**config.mk**
```make
export PLATFORM = sky130hd
export DESIGN_NAME = mrs_reset_ctl
export DESIGN_NICKNAME = d
export VERILOG_FILES = /design/src/hw/mrs_pkg.sv /design/src/hw/mrs_data_ram.sv /design/src/hw/mrs_reset_ctl.sv
export VERILOG_INCLUDE_DIRS = /design/src /design/src/hw
export SDC_FILE = /design/constraint.sdc
export NUM_CORES = 2
export LEC_CHECK = 0
export BUFFER_PORTS_ARGS = -buffer_cell sky130_fd_sc_hd__buf_2
export CORE_ASPECT_RATIO = 1.5
export CORE_MARGIN = 1.5
export CORE_UTILIZATION = 50
export CTS_BUF_LIST = sky130_fd_sc_hd__clkbuf_8 sky130_fd_sc_hd__clkbuf_16
export CTS_CLUSTER_SIZE = 40
export DETAILED_ROUTE_END_ITERATION = 12
export PLACE_DENSITY = 0.64
export SKIP_LAST_GASP = 1
export SYNTH_ARGS = -nofsm -noshare
export SYNTH_HDL_FRONTEND = slang
export SYNTH_SLANG_ARGS = --single-unit
```
**constraint.sdc**
```tcl
create_clock -name pclk -period 4.2 [get_ports pclk]
set_clock_uncertainty 0.1 [all_clocks]
set_input_delay 0.21 -clock pclk [delete_from_list [all_inputs] [get_ports pclk]]
set_output_delay 0.21 -clock pclk [all_outputs]
set_load 0.05 [all_outputs]
```
**src/hw/mrs_cfg.svh**
```systemverilog
// Constants of the reset sequencer: timing, register indices, reset values.
// Included by the sequencer top; holds definitions only.
`ifndef MRS_CFG_SVH
`define MRS_CFG_SVH

`define MRS_OSC_PER_MC 12
`define MRS_SAMPLE_STATE 5
`define MRS_SAMPLE_PHASE 2
`define MRS_SAMPLE_SLOT ((`MRS_SAMPLE_STATE - 1) * 2 + `MRS_SAMPLE_PHASE - 1)
`define MRS_POR_HOLD_OSC 1536
`define MRS_PCLK_PER_OSC 1
`define MRS_POR_HOLD_CYC (`MRS_POR_HOLD_OSC * `MRS_PCLK_PER_OSC)
`define MRS_OSC_OPTION_FIXED 3
`define MRS_SFR_COUNT 25
`define MRS_PORT_HIGH 8'hFF

`define MRS_IDX_PORT0_LATCH 9'h080
`define MRS_IDX_STACK_POINTER 9'h081
`define MRS_IDX_DATA_POINTER_LOW 9'h082
`define MRS_IDX_DATA_POINTER_HIGH 9'h083
`define MRS_IDX_POWER_CONTROL 9'h087
`define MRS_IDX_TIMER_CTRL_EXT_IRQ 9'h088
`define MRS_IDX_TIMER_MODE_SELECT 9'h089
`define MRS_IDX_TIMER0_LOW_BYTE 9'h08A
`define MRS_IDX_TIMER1_LOW_BYTE 9'h08B
`define MRS_IDX_TIMER0_HIGH_BYTE 9'h08C
`define MRS_IDX_TIMER1_HIGH_BYTE 9'h08D
`define MRS_IDX_PORT1_LATCH 9'h090
`define MRS_IDX_SERIAL_CONTROL 9'h098
`define MRS_IDX_SERIAL_DATA_BUFFER 9'h099
`define MRS_IDX_PORT2_LATCH 9'h0A0
`define MRS_IDX_IRQ_ENABLE_PRIMARY 9'h0A8
`define MRS_IDX_PORT3_LATCH 9'h0B0
`define MRS_IDX_IRQ_PRIORITY_PRIMARY 9'h0B8
`define MRS_IDX_IRQ_REQUEST_FLAGS 9'h0C0
`define MRS_IDX_PROGRAM_STATUS_WORD 9'h0D0
`define MRS_IDX_ACCUMULATOR 9'h0E0
`define MRS_IDX_IRQ_ENABLE_EXTENDED 9'h0E8
`define MRS_IDX_IRQ_POLARITY 9'h0E9
`define MRS_IDX_MULTIPLY_AUX_REGISTER 9'h0F0
`define MRS_IDX_IRQ_PRIORITY_EXTENDED 9'h0F8
`define MRS_IDX_RESET_STATUS 9'h100
`define MRS_IDX_BUILD_CONFIG 9'h101

`define MRS_RST_STACK_POINTER 8'h07
`define MRS_RST_ZERO 8'h00
`define MRS_MASK_ALL 8'hFF
`define MRS_MASK_POWER_CONTROL 8'h9F
`define MRS_MASK_IRQ_PRIORITY_PRIMARY 8'h7F

`define MRS_RAM_AW 7

`endif

```
**src/hw/mrs_pkg.sv**
```systemverilog
// Types shared by the reset sequencer files.
// No dependencies.
package mrs_pkg;
  typedef enum logic [1:0] {MRS_VAR_CUSTOM, MRS_VAR_ROMLESS, MRS_VAR_5V} mrs_variant_t;
  typedef enum logic [1:0] {MRS_PH_POR, MRS_PH_EXT, MRS_PH_RUN} mrs_phase_t;
endpackage : mrs_pkg

```
**src/hw/mrs_data_ram.sv**
```systemverilog
// Internal data RAM, one write port, registered read.
// Has no reset at all, so a core reset never disturbs its contents.
`timescale 1ns/10ps
module mrs_data_ram #(
  parameter int AW = 7,
  parameter int DW = 8
) (
  input wire logic clk,
  input wire logic we,
  input wire logic [AW-1:0] addr,
  input wire logic [DW-1:0] wdata,
  output logic [DW-1:0] rdata
);
  logic [DW-1:0] mem [2**AW];

  always_ff @(posedge clk) begin
    if (we) begin
      mem[addr] <= wdata;
    end
    rdata <= mem[addr];
  end
endmodule : mrs_data_ram

```
**src/hw/mrs_reset_ctl.sv**
```systemverilog
// Reset sequencer with special function register defaults and data RAM,
// reached over APB. Assumes pclk is the oscillator clock.
// Summary of operation
// RULE_01: Pin held high two machine cycles minimum.
// RULE_02: Sample reset once per cycle, S5P2.
// RULE_03: Reset pin is asynchronous to clock.
// RULE_04: Repeat internal reset while pin samples high.
// RULE_05: Ports take reset level without waiting.
// RULE_06: Both bus strobes held high in reset.
// RULE_07: Reset never alters data RAM contents.
// RULE_08: Power-on hold gates core clock 1536 periods.
// RULE_09: Power-on hold is a build option.
// RULE_10: Port reset level is a build option.
// RULE_11: Fixed variants: ports high, osc 3, no POR.
// RULE_12: Capacitor reset covers startup plus two cycles.
// RULE_13: Reset loads all register defaults.
// RULE_14: Serial buffer unreset; ports take custom pattern.
// RULE_15: Two-flop synchroniser before the sampling point.
// RULE_16: Hold counter restarts when supply drops.
`timescale 1ns/10ps
`include "mrs_cfg.svh"
module mrs_reset_ctl #(
  parameter int unsigned POR_HOLD_CYC = `MRS_POR_HOLD_CYC,
  parameter mrs_pkg::mrs_variant_t VARIANT = mrs_pkg::MRS_VAR_CUSTOM,
  parameter bit POR_ENABLE = 1'b1,
  parameter logic [2:0] OSC_OPTION = 3'(`MRS_OSC_OPTION_FIXED),
  parameter logic [7:0] PORT0_RESET = `MRS_PORT_HIGH,
  parameter logic [7:0] PORT1_RESET = `MRS_PORT_HIGH,
  parameter logic [7:0] PORT2_RESET = `MRS_PORT_HIGH,
  parameter logic [7:0] PORT3_RESET = `MRS_PORT_HIGH
) (
  input wire logic pclk,
  input wire logic presetn,
  input wire logic [10:0] paddr,
  input wire logic psel,
  input wire logic penable,
  input wire logic pwrite,
  input wire logic [31:0] pwdata,
  output logic [31:0] prdata,
  output logic pready,
  output logic pslverr,
  input wire logic reset_pin,
  input wire logic supply_ok,
  input wire logic core_ale,
  input wire logic core_program_fetch_strobe,
  output logic core_reset,
  output logic core_clk_en,
  output logic address_latch_strobe,
  output logic program_fetch_strobe,
  output logic [7:0] port0_out,
  output logic [7:0] port1_out,
  output logic [7:0] port2_out,
  output logic [7:0] port3_out
);
  import mrs_pkg::*;

  localparam int NREG = `MRS_SFR_COUNT - 1;
  localparam int CW = $clog2(POR_HOLD_CYC + 1);
  // Fixed variants override every build option
  localparam bit FIXED = (VARIANT != MRS_VAR_CUSTOM); // RULE_11
  localparam bit POR_ON = POR_ENABLE && !FIXED; // RULE_09
  localparam logic [2:0] OSC_OPT = FIXED ? 3'(`MRS_OSC_OPTION_FIXED) : OSC_OPTION;
  localparam logic [7:0] PRST0 = FIXED ? `MRS_PORT_HIGH : PORT0_RESET; // RULE_10
  localparam logic [7:0] PRST1 = FIXED ? `MRS_PORT_HIGH : PORT1_RESET; // RULE_10
  localparam logic [7:0] PRST2 = FIXED ? `MRS_PORT_HIGH : PORT2_RESET; // RULE_10
  localparam logic [7:0] PRST3 = FIXED ? `MRS_PORT_HIGH : PORT3_RESET; // RULE_10
  localparam int S_P0 = 0;
  localparam int S_P1 = 11;
  localparam int S_P2 = 13;
  localparam int S_P3 = 15;

  localparam logic [8:0] SFR_IDX [NREG] = '{
    `MRS_IDX_PORT0_LATCH, `MRS_IDX_STACK_POINTER,
    `MRS_IDX_DATA_POINTER_LOW, `MRS_IDX_DATA_POINTER_HIGH,
    `MRS_IDX_POWER_CONTROL, `MRS_IDX_TIMER_CTRL_EXT_IRQ,
    `MRS_IDX_TIMER_MODE_SELECT, `MRS_IDX_TIMER0_LOW_BYTE,
    `MRS_IDX_TIMER1_LOW_BYTE, `MRS_IDX_TIMER0_HIGH_BYTE,
    `MRS_IDX_TIMER1_HIGH_BYTE, `MRS_IDX_PORT1_LATCH,
    `MRS_IDX_SERIAL_CONTROL, `MRS_IDX_PORT2_LATCH,
    `MRS_IDX_IRQ_ENABLE_PRIMARY, `MRS_IDX_PORT3_LATCH,
    `MRS_IDX_IRQ_PRIORITY_PRIMARY, `MRS_IDX_IRQ_REQUEST_FLAGS,
    `MRS_IDX_PROGRAM_STATUS_WORD, `MRS_IDX_ACCUMULATOR,
    `MRS_IDX_IRQ_ENABLE_EXTENDED, `MRS_IDX_IRQ_POLARITY,
    `MRS_IDX_MULTIPLY_AUX_REGISTER, `MRS_IDX_IRQ_PRIORITY_EXTENDED
  };

  // Defaults, with the port slots taking the build pattern
  localparam logic [7:0] SFR_RST [NREG] = '{ // RULE_13
    PRST0, `MRS_RST_STACK_POINTER, `MRS_RST_ZERO, `MRS_RST_ZERO,
    `MRS_RST_ZERO, `MRS_RST_ZERO, `MRS_RST_ZERO, `MRS_RST_ZERO,
    `MRS_RST_ZERO, `MRS_RST_ZERO, `MRS_RST_ZERO, PRST1,
    `MRS_RST_ZERO, PRST2, `MRS_RST_ZERO, PRST3,
    `MRS_RST_ZERO, `MRS_RST_ZERO, `MRS_RST_ZERO, `MRS_RST_ZERO,
    `MRS_RST_ZERO, `MRS_RST_ZERO, `MRS_RST_ZERO, `MRS_RST_ZERO
  };

  // Undefined bits are held at zero so reads stay deterministic
  localparam logic [7:0] SFR_MASK [NREG] = '{
    `MRS_MASK_ALL, `MRS_MASK_ALL, `MRS_MASK_ALL, `MRS_MASK_ALL,
    `MRS_MASK_POWER_CONTROL, `MRS_MASK_ALL, `MRS_MASK_ALL, `MRS_MASK_ALL,
    `MRS_MASK_ALL, `MRS_MASK_ALL, `MRS_MASK_ALL, `MRS_MASK_ALL,
    `MRS_MASK_ALL, `MRS_MASK_ALL, `MRS_MASK_ALL, `MRS_MASK_ALL,
    `MRS_MASK_IRQ_PRIORITY_PRIMARY, `MRS_MASK_ALL, `MRS_MASK_ALL, `MRS_MASK_ALL,
    `MRS_MASK_ALL, `MRS_MASK_ALL, `MRS_MASK_ALL, `MRS_MASK_ALL
  };

  // Synchronisers
  logic rst_meta_reg;
  logic rst_sync_reg;
  logic sup_meta_reg;
  logic sup_sync_reg;

  always_ff @(posedge pclk or negedge presetn) begin
    if (!presetn) begin
      rst_meta_reg <= 1'b0;
      rst_sync_reg <= 1'b0;
      sup_meta_reg <= 1'b0;
      sup_sync_reg <= 1'b0;
    end else begin
      rst_meta_reg <= reset_pin; // RULE_03
      rst_sync_reg <= rst_meta_reg; // RULE_15
      sup_meta_reg <= supply_ok;
      sup_sync_reg <= sup_meta_reg;
    end
  end

  // Sequencer state
  logic [3:0] slot_reg;
  logic [3:0] slot_next;
  logic ext_rst_reg;
  logic ext_rst_next;
  logic [CW-1:0] por_cnt_reg;
  logic [CW-1:0] por_cnt_next;
  logic por_hold_reg;
  logic por_hold_next;
  logic core_rst_next;
  logic port_force_reg;
  logic port_force_next;
  logic clk_en_next;
  logic ale_next;
  logic program_fetch_strobe_next;
  mrs_phase_t phase_reg;
  mrs_phase_t phase_next;

  always_comb begin
    slot_next = (slot_reg == 4'(`MRS_OSC_PER_MC - 1)) ? 4'h0 : slot_reg + 4'h1;
    ext_rst_next = ext_rst_reg;
    if (slot_reg == 4'(`MRS_SAMPLE_SLOT)) begin
      ext_rst_next = rst_sync_reg; // RULE_02 RULE_04
    end
    por_cnt_next = por_cnt_reg;
    por_hold_next = por_hold_reg;
    if (!POR_ON) begin
      por_hold_next = 1'b0; // RULE_09
      por_cnt_next = '0;
    end else if (!sup_sync_reg) begin
      por_hold_next = 1'b1; // RULE_16
      por_cnt_next = '0;
    end else if (por_hold_reg) begin
      if (por_cnt_reg == CW'(POR_HOLD_CYC - 1)) begin
        por_hold_next = 1'b0; // RULE_08
      end else begin
        por_cnt_next = por_cnt_reg + CW'(1);
      end
    end
    core_rst_next = ext_rst_next | por_hold_next; // RULE_08
    // Pin level acts before the sampling point
    port_force_next = rst_sync_reg | core_rst_next; // RULE_05
    clk_en_next = !por_hold_next; // RULE_08
    ale_next = core_rst_next | core_ale; // RULE_06
    program_fetch_strobe_next = core_rst_next | core_program_fetch_strobe; // RULE_06
    case (1'b1)
      por_hold_next: phase_next = MRS_PH_POR;
      core_rst_next: phase_next = MRS_PH_EXT;
      default: phase_next = MRS_PH_RUN;
    endcase
  end

  always_ff @(posedge pclk or negedge presetn) begin
    if (!presetn) begin
      slot_reg <= 4'h0;
      ext_rst_reg <= 1'b0;
      por_cnt_reg <= '0;
      por_hold_reg <= POR_ON;
      core_reset <= 1'b1;
      port_force_reg <= 1'b1;
      core_clk_en <= !POR_ON;
      address_latch_strobe <= 1'b1;
      program_fetch_strobe <= 1'b1;
      phase_reg <= MRS_PH_EXT;
    end else begin
      slot_reg <= slot_next;
      ext_rst_reg <= ext_rst_next;
      por_cnt_reg <= por_cnt_next;
      por_hold_reg <= por_hold_next;
      core_reset <= core_rst_next;
      port_force_reg <= port_force_next;
      core_clk_en <= clk_en_next;
      address_latch_strobe <= ale_next;
      program_fetch_strobe <= program_fetch_strobe_next;
      phase_reg <= phase_next;
    end
  end

  // APB decode
  logic [8:0] idx;
  logic setup;
  logic done;
  logic ram_hit;
  logic sbuf_hit;
  logic stat_hit;
  logic cfg_hit;
  logic sfr_hit;
  logic [4:0] sfr_sel;
  logic [7:0] ram_rdata;

  assign idx = paddr[10:2];
  assign setup = psel & ~penable;
  assign done = psel & penable & pready;
  assign ram_hit = (idx[8:7] == 2'b00);
  assign sbuf_hit = (idx == `MRS_IDX_SERIAL_DATA_BUFFER);
  assign stat_hit = (idx == `MRS_IDX_RESET_STATUS);
  assign cfg_hit = (idx == `MRS_IDX_BUILD_CONFIG);

  always_comb begin
    sfr_hit = 1'b0;
    sfr_sel = 5'h00;
    for (int i = 0; i < NREG; i++) begin
      if (idx == SFR_IDX[i]) begin
        sfr_hit = 1'b1;
        sfr_sel = 5'(i);
      end
    end
  end

  // Reads are issued in setup so RAM data is ready in access
  mrs_data_ram #(
    .AW(`MRS_RAM_AW),
    .DW(8)
  ) u_ram (
    .clk(pclk),
    .we(done & pwrite & ram_hit), // RULE_07
    .addr(idx[`MRS_RAM_AW-1:0]),
    .wdata(pwdata[7:0]),
    .rdata(ram_rdata)
  );

  // Special function registers
  logic [7:0] sfr_reg [NREG];
  logic [7:0] sfr_next [NREG];
  logic [7:0] sbuf_reg;
  logic [7:0] sbuf_next;

  always_comb begin
    for (int i = 0; i < NREG; i++) begin
      sfr_next[i] = sfr_reg[i];
      if (core_reset) begin
        sfr_next[i] = SFR_RST[i]; // RULE_13 RULE_14
      end else if (done && pwrite && sfr_hit && sfr_sel == 5'(i)) begin
        sfr_next[i] = pwdata[7:0] & SFR_MASK[i];
      end
    end
    sbuf_next = sbuf_reg;
    if (done && pwrite && sbuf_hit) begin
      sbuf_next = pwdata[7:0];
    end
  end

  always_ff @(posedge pclk or negedge presetn) begin
    if (!presetn) begin
      for (int i = 0; i < NREG; i++) begin
        sfr_reg[i] <= SFR_RST[i]; // RULE_13
      end
    end else begin
      for (int i = 0; i < NREG; i++) begin
        sfr_reg[i] <= sfr_next[i];
      end
    end
  end

  // Serial buffer is deliberately left out of every reset
  always_ff @(posedge pclk) begin
    sbuf_reg <= sbuf_next; // RULE_14
  end

  // Port pins
  logic [7:0] p0_next;
  logic [7:0] p1_next;
  logic [7:0] p2_next;
  logic [7:0] p3_next;

  always_comb begin
    p0_next = port_force_next ? PRST0 : sfr_reg[S_P0]; // RULE_05 RULE_14
    p1_next = port_force_next ? PRST1 : sfr_reg[S_P1]; // RULE_05 RULE_14
    p2_next = port_force_next ? PRST2 : sfr_reg[S_P2]; // RULE_05 RULE_14
    p3_next = port_force_next ? PRST3 : sfr_reg[S_P3]; // RULE_05 RULE_14
  end

  always_ff @(posedge pclk or negedge presetn) begin
    if (!presetn) begin
      port0_out <= PRST0;
      port1_out <= PRST1;
      port2_out <= PRST2;
      port3_out <= PRST3;
    end else begin
      port0_out <= p0_next;
      port1_out <= p1_next;
      port2_out <= p2_next;
      port3_out <= p3_next;
    end
  end

  // APB answer: one wait state, pready from a flop
  logic pready_next;
  logic pslverr_next;
  logic [31:0] prdata_next;
  logic [7:0] rd_byte;

  always_comb begin
    rd_byte = 8'h00;
    if (ram_hit) begin
      rd_byte = ram_rdata;
    end else if (sfr_hit) begin
      rd_byte = sfr_reg[sfr_sel];
    end else if (sbuf_hit) begin
      rd_byte = sbuf_reg;
    end else if (stat_hit) begin
      rd_byte = {2'b00, phase_reg, rst_sync_reg, ext_rst_reg, por_hold_reg, core_reset};
    end else if (cfg_hit) begin
      rd_byte = {VARIANT, 2'b00, POR_ON, OSC_OPT};
    end
    pready_next = psel & penable & ~pready;
    prdata_next = pready_next ? {24'h000000, rd_byte} : 32'h00000000;
    pslverr_next = pready_next & ~(ram_hit | sfr_hit | sbuf_hit | stat_hit | cfg_hit);
  end

  always_ff @(posedge pclk or negedge presetn) begin
    if (!presetn) begin
      pready <= 1'b0;
      pslverr <= 1'b0;
      prdata <= 32'h00000000;
    end else begin
      pready <= pready_next;
      pslverr <= pslverr_next;
      prdata <= prdata_next;
    end
  end

  // Setup term kept for readability of the read path timing
  logic unused_setup;
  assign unused_setup = setup;
endmodule : mrs_reset_ctl

```
==> metrics.md <==
| Metric | Value |
|---|---|
| All-Layer GR Usage | 24.41% |
| Die X | 268.1 um |
| Synth Cell Area | 0.05269 mm2 |
| Initial DRC Count | 3059 |
| Crit start category | input pin |
| Largest register FFs | 1024 |
| # IOs | 122 |
| Worst Reg2Reg Path Length in Cells | 7 |
| Fill count | 7878 |
| Hold Path Sink | u_ram.mem[102][5] |
| Worst-Margin Slew | 1073 ps |
| Most used DFF post-synth | edfxtp_1 |
| Seq/Total Area, Yosys | 71.54% |
| Total chip power | 25.96 mW |
| Crit. End Element | register |
| Hold Path Cell Cnt | 2 |
| Final critical-path required period | 3700 ps |
| Wire per inst | 27.24 um |
| P_sw | 5.529 mW |
| Post-route ant nets | 0 |
| Worst EP required | 4670 ps |
| Status | completed |
| Pwr Density | 438.4 mW/mm2 |
| H-Tree Level Count | 3 |
| Share of cells above drive strength 1 | 25.07% |
| First-pass GRT wire length | 192200 um |
| Final setup fails | 0 |
| Hold path start | pwdata[5] |
| Setup slack, reg-to-reg | 1000 ps |
| Final Hold Viols | 0 |
| Critical path arrival | 4170 ps |
| Sequential share of power | 53.7% |
| Worst R2R End | u_ram.mem[0][3] |
| Ys async rst share | 19.88% |
| IO buf count | 71 |
| Max Cap Viol | 0 |
| Clock power frac | 41.5% |
| Clk Latency, worst-skew pair | 720 ps |
| Number of library cell types mapped by synthesis | 76 |
| Initial Util | 50.51% |
| Switching fraction of total power | 21.30% |
| Largest net degree at the start of global routing | 153 |
| Core area | 0.1043 mm2 |
| Max_slew headroom | 28.49% |
| Via-to-Cell Ratio | 6.002 |
| Vias | 28367 |
| Synthesized instance count | 3064 |
| HPWL Detailed | 81200 um |
| Area growth syn-to-layout | 12.41% |
| Final period util | 88.09% |
| WS Path Type | input pin to register |
| Die Ht | 400.6 um |
| TritonCTS buffer count | 116 |
| Synth warn | 0 |
| Max Root-Sink Buffers | 3 |
| Wire length after detailed routing | 128700 um |
| Die Area | 0.1074 mm2 |
| Int Power | 20.43 mW |
| Postcts setup bufs | 0 |
| GRT Residual Overflow | 0 |
| CP startpoint | paddr[8] |
| Routability cong. | 0.9253 |
| Number of synthesized flops with an enable pin | 1032 |
| Nets | 3280 |
| Clk sinks | 1298 |
| RSZ-0062 raised after global routing | false |
| Pins Over Slew Limit | 0 |
| TritonRoute pass-1 iters | 6 |
| Max FO, Critical Path | 27 |
| TritonCTS clock tree | yes |
| Clock root cell | clkbuf_16 |
| Initial antenna violation count | 4 |
| Reg clk slew, reported paths | 70 ps |
| Peak supply drop | 366.7 uV |
| # DRC | 0 |
| Comb power frac | 4.8% |
| Yosys reg bits | 1298 |
| Cell Rows | 145 |
| Leakage | 19.39 nW |
| Worst min-delay path category | input pin to register |
| Avg Inst Size Synth | 17.20 um2 |
| Max Freq | 270.3 MHz |
| Vias in the first global route | 29232 |
| Setup tns final | 0 ps |
| R2r startpoint | pready |
-- synthesized netlist by cell type (3+ instances only) --
master / n / area share (%)
edfxtp_1: 1032 / 59
nand2_1: 415 / 3.0
mux4_2: 336 / 14
nor2_1: 203 / 1.4
dfrtp_1: 186 / 8.8
a21oi_1: 153 / 1.5
clkbuf_1: 101 / 0.72
nand3_1: 91 / 0.86
dfstp_2: 72 / 3.6
mux2i_1: 70 / 1.3
buf_2: 52 / 0.49
nor2b_1: 38 / 0.45
or3_1: 36 / 0.43
buf_4: 31 / 0.44
a211o_1: 29 / 0.48
o21ai_0: 19 / 0.18
and2_1: 14 / 0.17
buf_1: 14 / 0.10
mux2_2: 12 / 0.26
nand3b_1: 12 / 0.17
a31oi_1: 9 / 0.11
a22oi_1: 8 / 0.11
dfxtp_1: 8 / 0.30
and3_1: 7 / 0.083
nand4_1: 7 / 0.083
nor3_1: 7 / 0.066
xnor2_1: 7 / 0.12
inv_1: 6 / 0.043
o211ai_1: 6 / 0.085
nand2b_1: 5 / 0.059
nor2_2: 5 / 0.059
o22ai_1: 5 / 0.059
or2_2: 5 / 0.059
a221o_1: 3 / 0.057
a22o_1: 3 / 0.050
a32oi_1: 3 / 0.050
buf_6: 3 / 0.064
ha_1: 3 / 0.071
nor3b_1: 3 / 0.043
or4_1: 3 / 0.043
xor2_1: 3 / 0.050
-- through the flow --
stage | utilization [%] | area (um2) | cells | setup slack (ps) | hold WS (ps)
2_1_floorplan | - | 52780 | 3087 | 1185 | -185.6
3_3_place_gp | 52.88 | 55160 | 4487 | 530.9 | 218.6
3_5_place_dp | 52.88 | 55160 | 4487 | 484.9 | 219.8
4_1_cts | 56.77 | 59220 | 4723 | 626.2 | 0.2147
5_1_grt | 56.77 | 59220 | 4725 | 378.4 | 55.73
6_report | 56.77 | 59230 | 4726 | 500.1 | 29.38
-- final cells by class --
cell class	count	area [um2]	area share [%]
Multi-Input combinational cell	1581	14090	23.79
Timing Repair Buffer	222	1763	2.977
Antenna cell	3	7.507	0.01268
Tap cell	1396	1747	2.949
Clock buffer	129	3115	5.260
Sequential cell	1298	37700	63.65
Inverter	6	22.52	0.03803
Clock inverter	91	780.7	1.318
-- critical path: stages --
cell,delay (ps)
dlygate4sd3_1,580
buf_2,300
nor3b_1,450
o2111a_1,530
a211o_2,220
or2_4,390
buf_4,280
nand2_1,240
nor2_2,610
mux2i_1,270
nor2_1,80
-- cell usage in the layout, fill, tap and decap left out, types with 36 or more instances in the layout --
| cell | count |
|---|---|
| or3_1 | 36 |
| dfstp_2 | 71 |
| nor2_1 | 202 |
| a21oi_1 | 153 |
| buf_2 | 58 |
| mux2i_1 | 70 |
| nand2_1 | 415 |
| buf_4 | 130 |
| mux4_2 | 336 |
| dfrtp_1 | 186 |
| clkbuf_16 | 119 |
| edfxtp_1 | 1032 |
| nand3_1 | 91 |
| nor2b_1 | 38 |
-- routing by layer --
| layer | wire length (um) | track usage (%) |
|---|---|---|
| met2 | 68460 | 42.58 |
| met1 | 47180 | 30.22 |
| met3 | 7149 | 3.224 |
| met5 | 26 | 0 |
| met4 | 5932 | 10.93 |
-- how the worst max path moves through the flow --
stage / slack (ps) / endpoint / cells after the start
2_1_floorplan: 1180 / u_ram.rdata[0] / 7
3_3_place_gp: 530 / sfr_reg[78] / 10
3_5_place_dp: 480 / sfr_reg[79] / 10
4_1_cts: 630 / sfr_reg[79] / 11
5_1_grt: 380 / sfr_reg[78] / 11
6_report: 500 / sfr_reg[79] / 11
-- kinds of logic (layout without fill, tap and decap cells) --
logic type / count (synthesis) / count (layout) / synth area share, %
other cells: 1 / 27 / 0.007117
flops: 1298 / 1298 / 71.54
buf+inv: 208 / 448 / 1.890
simple gates: 868 / 868 / 7.297
fa+ha+maj: 3 / 3 / 0.07125
mux: 418 / 418 / 15.95
xor+xnor: 10 / 10 / 0.1662
compound gates: 258 / 258 / 3.075
-- power groups by stage --
stage          clock, mW  sequential (mW)  combinational [mW]
4_1_cts             10.9             13.9                1.28
3_3_place_gp           0             14.2                1.23
5_1_grt             11.4             13.9                1.33
6_report            10.8             13.9                1.26
2_1_floorplan          0             14.2               0.710
3_5_place_dp           0             14.2                1.26
-- timing repair --
item                      in CTS  in global routing
gates resized for setup        0                  0
hold endpoints to repair     263                  0
hold buffers                  16                  0
No activity file was read; power rests on OpenSTA's default activity.
